File: config.mk
export PLATFORM = sky130hd
export DESIGN_NAME = nfsp_top
export DESIGN_NICKNAME = d
export VERILOG_FILES = /design/src/nfsp_pkg.sv /design/src/nfsp_cyc.sv /design/src/nfsp_top.sv
export VERILOG_INCLUDE_DIRS = /design/src
export SDC_FILE = /design/constraint.sdc
export NUM_CORES = 1
export LEC_CHECK = 0
export BUFFER_PORTS_ARGS = -buffer_cell sky130_fd_sc_hd__buf_4
export CORE_MARGIN = 5
export CORE_UTILIZATION = 62
export DETAILED_ROUTE_END_ITERATION = 7
export GPL_TIMING_DRIVEN = 0
export HOLD_SLACK_MARGIN = 0.02
export PLACE_DENSITY = 0.84
export SYNTH_ARGS = -nofsm -noshare
export SYNTH_HDL_FRONTEND = slang
export SYNTH_SLANG_ARGS = --single-unit
File: constraint.sdc
create_clock -name I_CLK -period 6.53 [get_ports I_CLK]
set_input_delay 1.306 -clock I_CLK [delete_from_list [all_inputs] [get_ports I_CLK]]
set_output_delay 1.306 -clock I_CLK [all_outputs]
set_load 0.05 [all_outputs]
File: src/nfsp_regs.svh
// Offsets, field positions, command words and timing counts of the status poller
`ifndef NFSP_REGS_SVH
`define NFSP_REGS_SVH

// ********************************************************
// Clock and flash bus timing
// ********************************************************
`define NFSP_CLK_MHZ 50
`define NFSP_T_RD_NS 100
`define NFSP_T_WR_NS 60
`define NFSP_T_RP_NS 500
`define NFSP_RD_CYC ((`NFSP_T_RD_NS * `NFSP_CLK_MHZ + 999) / 1000)
`define NFSP_WR_CYC ((`NFSP_T_WR_NS * `NFSP_CLK_MHZ + 999) / 1000)
`define NFSP_RP_CYC ((`NFSP_T_RP_NS * `NFSP_CLK_MHZ + 999) / 1000)
`define NFSP_POLL_TMO 200000

// ********************************************************
// Register offsets
// ********************************************************
`define NFSP_OFF_CTRL 4'h0
`define NFSP_OFF_ADDR 4'h1
`define NFSP_OFF_DATA 4'h2
`define NFSP_OFF_STAT 4'h3
`define NFSP_OFF_LAST 4'h4

// ********************************************************
// Control and status fields
// ********************************************************
`define NFSP_CTRL_START 0
`define NFSP_CTRL_DPOLL 1
`define NFSP_CTRL_BLANK 2
`define NFSP_CTRL_HWRST 3
`define NFSP_CTRL_CLR 4
`define NFSP_ST_BUSY 0
`define NFSP_ST_DONE 1
`define NFSP_ST_FAIL 2
`define NFSP_ST_ABT 3
`define NFSP_ST_TMO 4
`define NFSP_ST_ALT 5
`define NFSP_ST_ETIM 6

// ********************************************************
// Flash status byte bits and command words
// ********************************************************
`define NFSP_POLL_BIT 7
`define NFSP_TOGGLE_BIT 6
`define NFSP_ERROR_BIT 5
`define NFSP_ETIMER_BIT 3
`define NFSP_ALT_BIT 2
`define NFSP_ABORT_BIT 1
`define NFSP_CMD_RESET 8'hF0
`define NFSP_CMD_UNL1 8'hAA
`define NFSP_CMD_UNL2 8'h55
`define NFSP_ADR_UNL1 12'h555
`define NFSP_ADR_UNL2 12'h2AA

`endif

File: src/nfsp_pkg.sv
// Types shared by the status poller modules
`default_nettype none
package nfsp_pkg;

   // Main sequencer states
   typedef enum logic [6:0] {
      ST_IDLE = 7'h01,
      ST_RST  = 7'h02,
      ST_RD1  = 7'h04,
      ST_RD2  = 7'h08,
      ST_EVAL = 7'h10,
      ST_CMD  = 7'h20,
      ST_HOLD = 7'h40
   } nfsp_state_e;

   // Single bus cycle states
   typedef enum logic [2:0] {
      CY_IDLE = 3'h1,
      CY_ACT  = 3'h2,
      CY_REC  = 3'h4
   } nfsp_cyc_e;

endpackage
`default_nettype wire

File: src/nfsp_cyc.sv
// One asynchronous flash bus cycle, read or write, with pin synchroniser
`timescale 1ns/10ps
`default_nettype none
`include "nfsp_regs.svh"
module nfsp_cyc
   import nfsp_pkg::*;
#(
   parameter int P_AW = 23
) (
   // Clock, reset, enable
   input wire logic i_clk,
   input wire logic i_rst,
   input wire logic i_en,
   // Cycle request
   input wire logic i_go,
   input wire logic i_write,
   input wire logic [P_AW-1:0] i_addr,
   input wire logic [7:0] i_wdata,
   output logic o_done,
   output logic [7:0] o_rdata,
   // Flash pins
   output logic o_ce_n,
   output logic o_oe_n,
   output logic o_we_n,
   output logic [P_AW-1:0] o_addr,
   output logic [7:0] o_dq,
   output logic o_dq_oe,
   input wire logic [7:0] i_dq
);

   nfsp_cyc_e st_reg, st_next;
   logic [7:0] cnt_reg, cnt_next;
   logic wr_reg, wr_next;
   logic ce_n_reg, ce_n_next, oe_n_reg, oe_n_next, we_n_reg, we_n_next;
   logic [P_AW-1:0] addr_reg, addr_next;
   logic [7:0] dq_reg, dq_next, rd_reg, rd_next;
   logic oe_reg, oe_next, done_reg, done_next;
   logic [7:0] s1_reg, s2_reg;

   // Two-stage synchroniser on the data pins
   always_ff @(posedge i_clk) begin
      if (i_rst) begin
         s1_reg <= 8'h00;
         s2_reg <= 8'h00;
      end else if (i_en) begin
         s1_reg <= i_dq;
         s2_reg <= s1_reg;
      end
   end

   // Cycle sequencing; strobes stay low for whole clocks, far above glitch width
   always_comb begin
      st_next = st_reg;
      cnt_next = cnt_reg;
      wr_next = wr_reg;
      ce_n_next = ce_n_reg;
      oe_n_next = oe_n_reg;
      we_n_next = we_n_reg;
      addr_next = addr_reg;
      dq_next = dq_reg;
      rd_next = rd_reg;
      oe_next = oe_reg;
      done_next = 1'b0;
      unique case (st_reg)
         CY_IDLE: begin
            if (i_go) begin
               st_next = CY_ACT;
               wr_next = i_write;
               addr_next = i_addr;
               dq_next = i_wdata;
               ce_n_next = 1'b0;
               oe_n_next = i_write;
               we_n_next = ~i_write;
               oe_next = i_write;
               cnt_next = i_write ? 8'(`NFSP_WR_CYC - 1) : 8'(`NFSP_RD_CYC + 1);
            end
         end
         CY_ACT: begin
            if (cnt_reg == 8'h00) begin
               st_next = CY_REC;
               ce_n_next = 1'b1;
               oe_n_next = 1'b1;
               we_n_next = 1'b1;
               if (!wr_reg) begin
                  rd_next = s2_reg;
               end
            end else begin
               cnt_next = cnt_reg - 8'h01;
            end
         end
         CY_REC: begin
            st_next = CY_IDLE;
            oe_next = 1'b0;
            done_next = 1'b1;
         end
      endcase
   end

   // Cycle registers
   always_ff @(posedge i_clk) begin
      if (i_rst) begin
         st_reg <= CY_IDLE;
         cnt_reg <= 8'h00;
         wr_reg <= 1'b0;
         ce_n_reg <= 1'b1;
         oe_n_reg <= 1'b1;
         we_n_reg <= 1'b1;
         addr_reg <= '0;
         dq_reg <= 8'h00;
         rd_reg <= 8'h00;
         oe_reg <= 1'b0;
         done_reg <= 1'b0;
      end else if (i_en) begin
         st_reg <= st_next;
         cnt_reg <= cnt_next;
         wr_reg <= wr_next;
         ce_n_reg <= ce_n_next;
         oe_n_reg <= oe_n_next;
         we_n_reg <= we_n_next;
         addr_reg <= addr_next;
         dq_reg <= dq_next;
         rd_reg <= rd_next;
         oe_reg <= oe_next;
         done_reg <= done_next;
      end
   end

   assign o_ce_n = ce_n_reg;
   assign o_oe_n = oe_n_reg;
   assign o_we_n = we_n_reg;
   assign o_addr = addr_reg;
   assign o_dq = dq_reg;
   assign o_dq_oe = oe_reg;
   assign o_done = done_reg;
   assign o_rdata = rd_reg;
endmodule
`default_nettype wire

File: src/nfsp_top.sv
// Host-side status poller for an asynchronous parallel NOR flash
`timescale 1ns/10ps
`default_nettype none
`include "nfsp_regs.svh"

// What this block does
// - After error, host issues read/reset first
// - Buffer abort needs abort-and-reset command sequence
// - Blank check tracked by toggle, not polling
// - Host polls at a valid operation address
module nfsp_top
   import nfsp_pkg::*;
#(
   parameter int P_AW = 23,
   parameter int P_TMO_CYC = `NFSP_POLL_TMO
) (
   // Clock, reset, enable
   input wire logic I_CLK,
   input wire logic I_RST,
   input wire logic I_CLK_EN,
   // Register port
   input wire logic [3:0] I_ADDR,
   input wire logic [31:0] I_WDATA,
   input wire logic I_WR,
   input wire logic I_RD,
   output logic [31:0] O_RDATA,
   output logic O_BUSY,
   // Flash pins
   output logic O_FL_CE_N,
   output logic O_FL_OE_N,
   output logic O_FL_WE_N,
   output logic O_FL_RST_N,
   output logic [P_AW-1:0] O_FL_ADDR,
   output logic [7:0] O_FL_DQ,
   output logic O_FL_DQ_OE,
   input wire logic [7:0] I_FL_DQ
);

   // ********************************************************
   // Helpers
   // ********************************************************

   // True when a bit differs between two successive status reads
   function automatic logic nfsp_flip(input logic [7:0] a, input logic [7:0] b,
                                      input int pos);
      return a[pos] ^ b[pos];
   endfunction

   nfsp_state_e st_reg, st_next;
   logic pend_reg, pend_next, go_reg, go_next, cwr_reg, cwr_next;
   logic [P_AW-1:0] caddr_reg, caddr_next, paddr_reg, paddr_next;
   logic [7:0] cwd_reg, cwd_next, a_reg, a_next, b_reg, b_next;
   logic [7:0] exp_reg, exp_next;
   logic [1:0] step_reg, step_next;
   logic chk_reg, chk_next, abc_reg, abc_next, dpoll_reg, dpoll_next;
   logic blank_reg, blank_next, flrst_n_reg, flrst_n_next, busy_reg, busy_next;
   logic [31:0] tmo_reg, tmo_next;
   logic [7:0] rcnt_reg, rcnt_next;
   logic done_reg, done_next, fail_reg, fail_next, abt_reg, abt_next;
   logic tmof_reg, tmof_next;
   logic [31:0] rdata_reg, rdata_next;
   logic set_done, set_fail, set_abt, set_tmo, ok, errs;
   logic wr_ctrl, clr;
   logic c_done;
   logic [7:0] c_rdata;

   assign wr_ctrl = I_WR && (I_ADDR == `NFSP_OFF_CTRL);
   assign clr = wr_ctrl && I_WDATA[`NFSP_CTRL_CLR];

   // ********************************************************
   // Poll sequencer
   // ********************************************************

   // Next-state logic of the poll sequencer
   always_comb begin
      st_next = st_reg;
      pend_next = pend_reg;
      go_next = 1'b0;
      cwr_next = cwr_reg;
      caddr_next = caddr_reg;
      cwd_next = cwd_reg;
      step_next = step_reg;
      a_next = a_reg;
      b_next = b_reg;
      chk_next = chk_reg;
      abc_next = abc_reg;
      dpoll_next = dpoll_reg;
      blank_next = blank_reg;
      flrst_n_next = flrst_n_reg;
      rcnt_next = rcnt_reg;
      tmo_next = tmo_reg;
      set_done = 1'b0;
      set_fail = 1'b0;
      set_abt = 1'b0;
      set_tmo = 1'b0;
      ok = dpoll_reg ? (b_reg[`NFSP_POLL_BIT] == exp_reg[`NFSP_POLL_BIT])
                     : !nfsp_flip(a_reg, b_reg, `NFSP_TOGGLE_BIT);
      errs = b_reg[`NFSP_ERROR_BIT] | b_reg[`NFSP_ABORT_BIT];
      unique case (st_reg)
         ST_IDLE: begin
            if (wr_ctrl && I_WDATA[`NFSP_CTRL_HWRST]) begin
               st_next = ST_RST;
               flrst_n_next = 1'b0;
               rcnt_next = 8'(`NFSP_RP_CYC - 1);
            end else if (wr_ctrl && I_WDATA[`NFSP_CTRL_START]) begin
               blank_next = I_WDATA[`NFSP_CTRL_BLANK];
               dpoll_next = I_WDATA[`NFSP_CTRL_DPOLL] & ~I_WDATA[`NFSP_CTRL_BLANK];
               chk_next = 1'b0;
               tmo_next = 32'h0000_0000;
               cwr_next = 1'b0;
               caddr_next = paddr_reg;
               st_next = (I_WDATA[`NFSP_CTRL_DPOLL] & ~I_WDATA[`NFSP_CTRL_BLANK])
                         ? ST_RD2 : ST_RD1;
            end
         end
         ST_RST: begin
            if (rcnt_reg == 8'h00) begin
               flrst_n_next = 1'b1;
               st_next = ST_HOLD;
            end else begin
               rcnt_next = rcnt_reg - 8'h01;
            end
         end
         ST_HOLD: begin
            st_next = ST_IDLE;
            set_done = 1'b1;
         end
         ST_RD1, ST_RD2: begin
            tmo_next = tmo_reg + 32'h0000_0001;
            if (!pend_reg) begin
               go_next = 1'b1;
               pend_next = 1'b1;
            end else if (c_done) begin
               pend_next = 1'b0;
               if (st_reg == ST_RD1) begin
                  a_next = c_rdata;
                  st_next = ST_RD2;
               end else begin
                  b_next = c_rdata;
                  st_next = ST_EVAL;
               end
            end
         end
         ST_EVAL: begin
            tmo_next = tmo_reg + 32'h0000_0001;
            if (ok) begin
               st_next = ST_IDLE;
               set_done = 1'b1;
            end else if (chk_reg || tmo_reg >= 32'(P_TMO_CYC)) begin
               set_fail = 1'b1;
               set_tmo = !chk_reg;
               abc_next = chk_reg & b_reg[`NFSP_ABORT_BIT];
               set_abt = chk_reg & b_reg[`NFSP_ABORT_BIT];
               step_next = 2'd0;
               cwr_next = 1'b1;
               st_next = ST_CMD;
            end else begin
               chk_next = errs;
               st_next = dpoll_reg ? ST_RD2 : ST_RD1;
            end
         end
         ST_CMD: begin
            if (!pend_reg) begin
               go_next = 1'b1;
               pend_next = 1'b1;
               if (!abc_reg || step_reg == 2'd2) begin
                  cwd_next = `NFSP_CMD_RESET;
                  caddr_next = P_AW'(`NFSP_ADR_UNL1);
               end else begin
                  cwd_next = (step_reg == 2'd0) ? `NFSP_CMD_UNL1 : `NFSP_CMD_UNL2;
                  caddr_next = (step_reg == 2'd0) ? P_AW'(`NFSP_ADR_UNL1)
                                                  : P_AW'(`NFSP_ADR_UNL2);
               end
            end else if (c_done) begin
               pend_next = 1'b0;
               if (!abc_reg || step_reg == 2'd2) begin
                  st_next = ST_IDLE;
                  cwr_next = 1'b0;
               end else begin
                  step_next = step_reg + 2'd1;
               end
            end
         end
      endcase
      busy_next = (st_next != ST_IDLE);
   end

   // Poll sequencer registers
   always_ff @(posedge I_CLK) begin
      if (I_RST) begin
         st_reg <= ST_IDLE;
         pend_reg <= 1'b0;
         go_reg <= 1'b0;
         cwr_reg <= 1'b0;
         caddr_reg <= '0;
         cwd_reg <= 8'h00;
         step_reg <= 2'd0;
         a_reg <= 8'h00;
         b_reg <= 8'h00;
         chk_reg <= 1'b0;
         abc_reg <= 1'b0;
         dpoll_reg <= 1'b0;
         blank_reg <= 1'b0;
         flrst_n_reg <= 1'b1;
         rcnt_reg <= 8'h00;
         tmo_reg <= 32'h0000_0000;
         busy_reg <= 1'b0;
      end else if (I_CLK_EN) begin
         st_reg <= st_next;
         pend_reg <= pend_next;
         go_reg <= go_next;
         cwr_reg <= cwr_next;
         caddr_reg <= caddr_next;
         cwd_reg <= cwd_next;
         step_reg <= step_next;
         a_reg <= a_next;
         b_reg <= b_next;
         chk_reg <= chk_next;
         abc_reg <= abc_next;
         dpoll_reg <= dpoll_next;
         blank_reg <= blank_next;
         flrst_n_reg <= flrst_n_next;
         rcnt_reg <= rcnt_next;
         tmo_reg <= tmo_next;
         busy_reg <= busy_next;
      end
   end

   // ********************************************************
   // Register file
   // ********************************************************

   // Register writes, sticky flags (set beats clear) and read data
   always_comb begin
      paddr_next = paddr_reg;
      exp_next = exp_reg;
      if (I_WR && I_ADDR == `NFSP_OFF_ADDR) begin
         paddr_next = I_WDATA[P_AW-1:0];
      end
      if (I_WR && I_ADDR == `NFSP_OFF_DATA) begin
         exp_next = I_WDATA[7:0];
      end
      done_next = set_done | (done_reg & ~clr);
      fail_next = set_fail | (fail_reg & ~clr);
      abt_next = set_abt | (abt_reg & ~clr);
      tmof_next = set_tmo | (tmof_reg & ~clr);
      rdata_next = 32'h0000_0000;
      if (I_RD) begin
         case (I_ADDR)
            `NFSP_OFF_CTRL: rdata_next = {29'h0, blank_reg, dpoll_reg, 1'b0};
            `NFSP_OFF_ADDR: rdata_next = 32'(paddr_reg);
            `NFSP_OFF_DATA: rdata_next = {24'h0, exp_reg};
            `NFSP_OFF_STAT: rdata_next = {25'h0, b_reg[`NFSP_ETIMER_BIT],
                                          nfsp_flip(a_reg, b_reg, `NFSP_ALT_BIT),
                                          tmof_reg, abt_reg, fail_reg, done_reg, busy_reg};
            `NFSP_OFF_LAST: rdata_next = {16'h0, a_reg, b_reg};
            default: rdata_next = 32'h0000_0000;
         endcase
      end
   end

   // Register file registers
   always_ff @(posedge I_CLK) begin
      if (I_RST) begin
         paddr_reg <= '0;
         exp_reg <= 8'h00;
         done_reg <= 1'b0;
         fail_reg <= 1'b0;
         abt_reg <= 1'b0;
         tmof_reg <= 1'b0;
         rdata_reg <= 32'h0000_0000;
      end else if (I_CLK_EN) begin
         paddr_reg <= paddr_next;
         exp_reg <= exp_next;
         done_reg <= done_next;
         fail_reg <= fail_next;
         abt_reg <= abt_next;
         tmof_reg <= tmof_next;
         rdata_reg <= rdata_next;
      end
   end

   // ********************************************************
   // Flash bus cycle engine
   // ********************************************************
   nfsp_cyc #(.P_AW(P_AW)) u_cyc (
      .i_clk(I_CLK),
      .i_rst(I_RST),
      .i_en(I_CLK_EN),
      .i_go(go_reg),
      .i_write(cwr_reg),
      .i_addr(caddr_reg),
      .i_wdata(cwd_reg),
      .o_done(c_done),
      .o_rdata(c_rdata),
      .o_ce_n(O_FL_CE_N),
      .o_oe_n(O_FL_OE_N),
      .o_we_n(O_FL_WE_N),
      .o_addr(O_FL_ADDR),
      .o_dq(O_FL_DQ),
      .o_dq_oe(O_FL_DQ_OE),
      .i_dq(I_FL_DQ)
   );

   assign O_RDATA = rdata_reg;
   assign O_BUSY = busy_reg;
   assign O_FL_RST_N = flrst_n_reg;
endmodule
`default_nettype wire

==> results <==
- The root buffer cell chosen for the clock tree is clkbuf_16.
- The count of TritonRoute iterations in the first routing pass is 5.
- The residual overflow from global routing is 0.
- Setup slack on the worst reg-to-reg path comes out at approximately 3.6 ns.
- The final count of hold timing violations came to 0.
- The die footprint is 18300 um2.
- The fraction of the core area covered by cells at the end of the flow is between 70% and 80%.
- The startpoint identified for the worst hold timing path is O_FL_RST_N.
- The startpoint identified for the worst register-to-register timing path is st_reg[4].
- The initial antenna violation count is 0.
- The via count of the first global-routing pass is roughly 8500.
- TritonCTS created 23 clock buffers.
- The top cell types in the final layout, fill and taps aside, are dfxtp_1 (227), nand2_1 (170), nor2_1 (145).
- The share of the synthesized area in the top cell type is 46.6%.
- Derived from the worst setup path, the maximum achievable clock frequency is 295 MHz.
- The die is 135 um tall.
- The type of the most critical hold path is flop to flop.
- The number of port buffers is 97.
- Relative to the synthesized area, the layout overhead comes to 18.4%.
- The start point of the critical path is I_ADDR[1].
- The mapped cell area is 9760 um2.
- The number of vias per cell after detailed routing is between 5 and 6.
- The HPWL after detailed placement is 19.0 mm.
- The initial utilization of the core area, before any placement, comes to 63.7%.
- The number of top-level pins is ~120.
- The final setup slack of the worst path is ~3.1 ns.
- Dividing the final minimum period by the clock period gives 51.8%.
- The cell area reported after detailed placement is 10800 um2.
- The flip-flop and latch count after synthesis is roughly 230.
- The remaining antenna violation count after routing is 0.
- In this run the power density over the cells is 248 nW/um2.
- Setup violations remaining at the end of the flow were counted as 0.
- At the placement stage, the worst setup path has a slack of approximately 2.7 ns.
- In the final layout, the share of cells above drive strength 1 is roughly an eighth.
- The horizontal die dimension is 135 um.
- The headroom to the max-slew limit is between 10% and 20%.
- The average wire per standard cell is 17.4 um.
- Max-cap violations in this run came to 0.
- The count of non-filler cells in the finished layout is 1531.
- Adding up every negative setup slack in the final design gives 0 ns.
- The run finished with clean final reports.
- The design draws 2.86 mW.
- The placed instance count is 1490.
- The fill cell instance count of the final layout is 1142.
- The register with the most flip-flops in the layout has 32 of them.
- The largest total area in the synthesized netlist belongs to dfxtp_1.
- The type of origin of the critical path is an input pin.
- The number of setup buffers added after CTS is 0.
- The library cell used most frequently in the layout, excluding fill and tap cells, is dfxtp_1.
- The Yosys step of the flow raised 0 warnings.
- For this run, the register share of the synthesized area comes to 46.6%.
- The TritonCTS clock tree is built.
- For the pin with the worst max-slew slack, the measured transition is between 1 and 1.5 ns.
- Across the VDD grid, the largest voltage drop is approximately 0.00023 V.
- At the later pin of the worst-skew pair, clock insertion delay measures 0.51 ns.
- Post-CTS repair changed the size of 0 cells.
- The overall routed net length is 26.6 mm.
- The leakage component of the power is 4.37 nW.
- The final weighted congestion in routability-driven placement is 0.931.
- The design area is 11500 um2.
- The cell count after synthesis is around 1200.
- After clock tree synthesis, the flow added hold-fix buffers numbering 0.
- The final clock skew is 0.0159 ns.
- The synthesized netlist contains 69 unique library cells.
- The signal arrival time at the worst endpoint is 3.74 ns.
- The clock passes through at most 3 buffers.
- The wire length of the first global-routing pass is 42.8 mm.
- Setup repair after global routing left no endpoint under its margin.
- The antenna cell count is 0.
- The largest fanout on the critical path is 10.
- The core area is ~15000 um2.
- The count of H-tree levels built during CTS is 1.
- The post-synthesis area per instance is 8.31 um2.
- Clock-pin slew was measured on the worst setup and hold paths at 0.06 ns.
- The worst hold margin is about 0.44 ns.
- The number of nets at the end of the flow is 1361.
- The final critical path time including I/O delays and setup is 3.38 ns.
- The start-to-end type of the worst setup path is input pin to flop.
- The count of standard-cell rows is 45.
- Entering global routing, the biggest net connects 15 pins.
- The max-slew violation count was 0.
- The clock drives 227 sinks.
- For this run, design rule violations remaining after detail routing come to 0.
- The data required time at the worst endpoint is 6.89 ns.
- Ranked by total cell area, the synthesized netlist is headed by dfxtp_1 (47%), a21oi_1 (6.8%), nand2_1 (6.5%).
- The total global routing track utilization is between 20 and 30%.
- The sort of element at the end of the critical path is a flop.
- The top flip-flop cell by instance count after synthesis is dfxtp_1.
- The number of enable-type register cells in the synthesized netlist is 0.
- In this run, the number of DRC markers left after iteration 0 of detailed routing was 932.
- Of all flip-flops after synthesis, the portion carrying an async set or reset was 0%.
- Across all layers, the routed design uses 9122 vias.
[critical path, cell delays in order]
cell      delay [ns]
buf_4           0.14
or4_4           0.59
or4_4           0.48
nor2_1          0.31
o21ai_1         0.23
clkbuf_1        0.29
a211oi_1        0.32
nor3_1          0.09
[cells in the mapped netlist, types with 14 or more instances]
library cell and number:
mux2i_1 53, nand3_1 49, nor4_1 16, inv_1 18, xor2_1 21, dfxtp_1 227, o21ai_0 29, or3_1 20
nand2_1 170, nor3_1 21, clkbuf_1 60, a21oi_1 132, nor2_1 145, nand4_1 14
[power by group]
part | internal, mW | switching [mW] | total (mW)
clock network | 0.782 | 0.540 | 1.32
registers | 1.39 | 0.00576 | 1.40
logic | 0.0443 | 0.0941 | 0.138
total | 2.22 | 0.640 | 2.86
[final timing paths]
check / endpoint / depth (start not counted)
max: caddr_reg[9] / 8
min reg2reg: O_FL_RST_N / 2
min: O_FL_RST_N / 2
max reg2reg: caddr_reg[9] / 8
[routing by layer]
metal  GRT usage (%)  part of all wire [%]  vias up
met5               0                     0        -
met4            9.35                   3.1        0
met3            4.64                   9.2       75
met2            46.7                    46      461
met1            38.2                    41     4247
li1                -                     -     4339
[layout make-up]
type                    instances  area, um2  area share [%]
multi-input cells             848       4790            41.4
flip-flops and latches        227       4540            39.3
repair buffers                 97        728            6.30
clock buffers                  30        652            5.64
plain buffers                  88        390            3.38
well taps                     211        264            2.29
clock inverters                11        113           0.975
inverters                      19       71.3           0.617
[cells by family after synthesis]
kind of cell	count (synthesis)	synth area share, %
buffers and inverters	107	4.73
other	1	0.0384
DFF	227	46.6
AOI/OAI and AO/OA	236	14.5
muxes	53	5.44
and+or+nand+nor	508	24.7
adders and majority gates	8	1.03
xor gates and xnor gates	34	3.05
No activity file was read; power rests on OpenSTA's default activity.
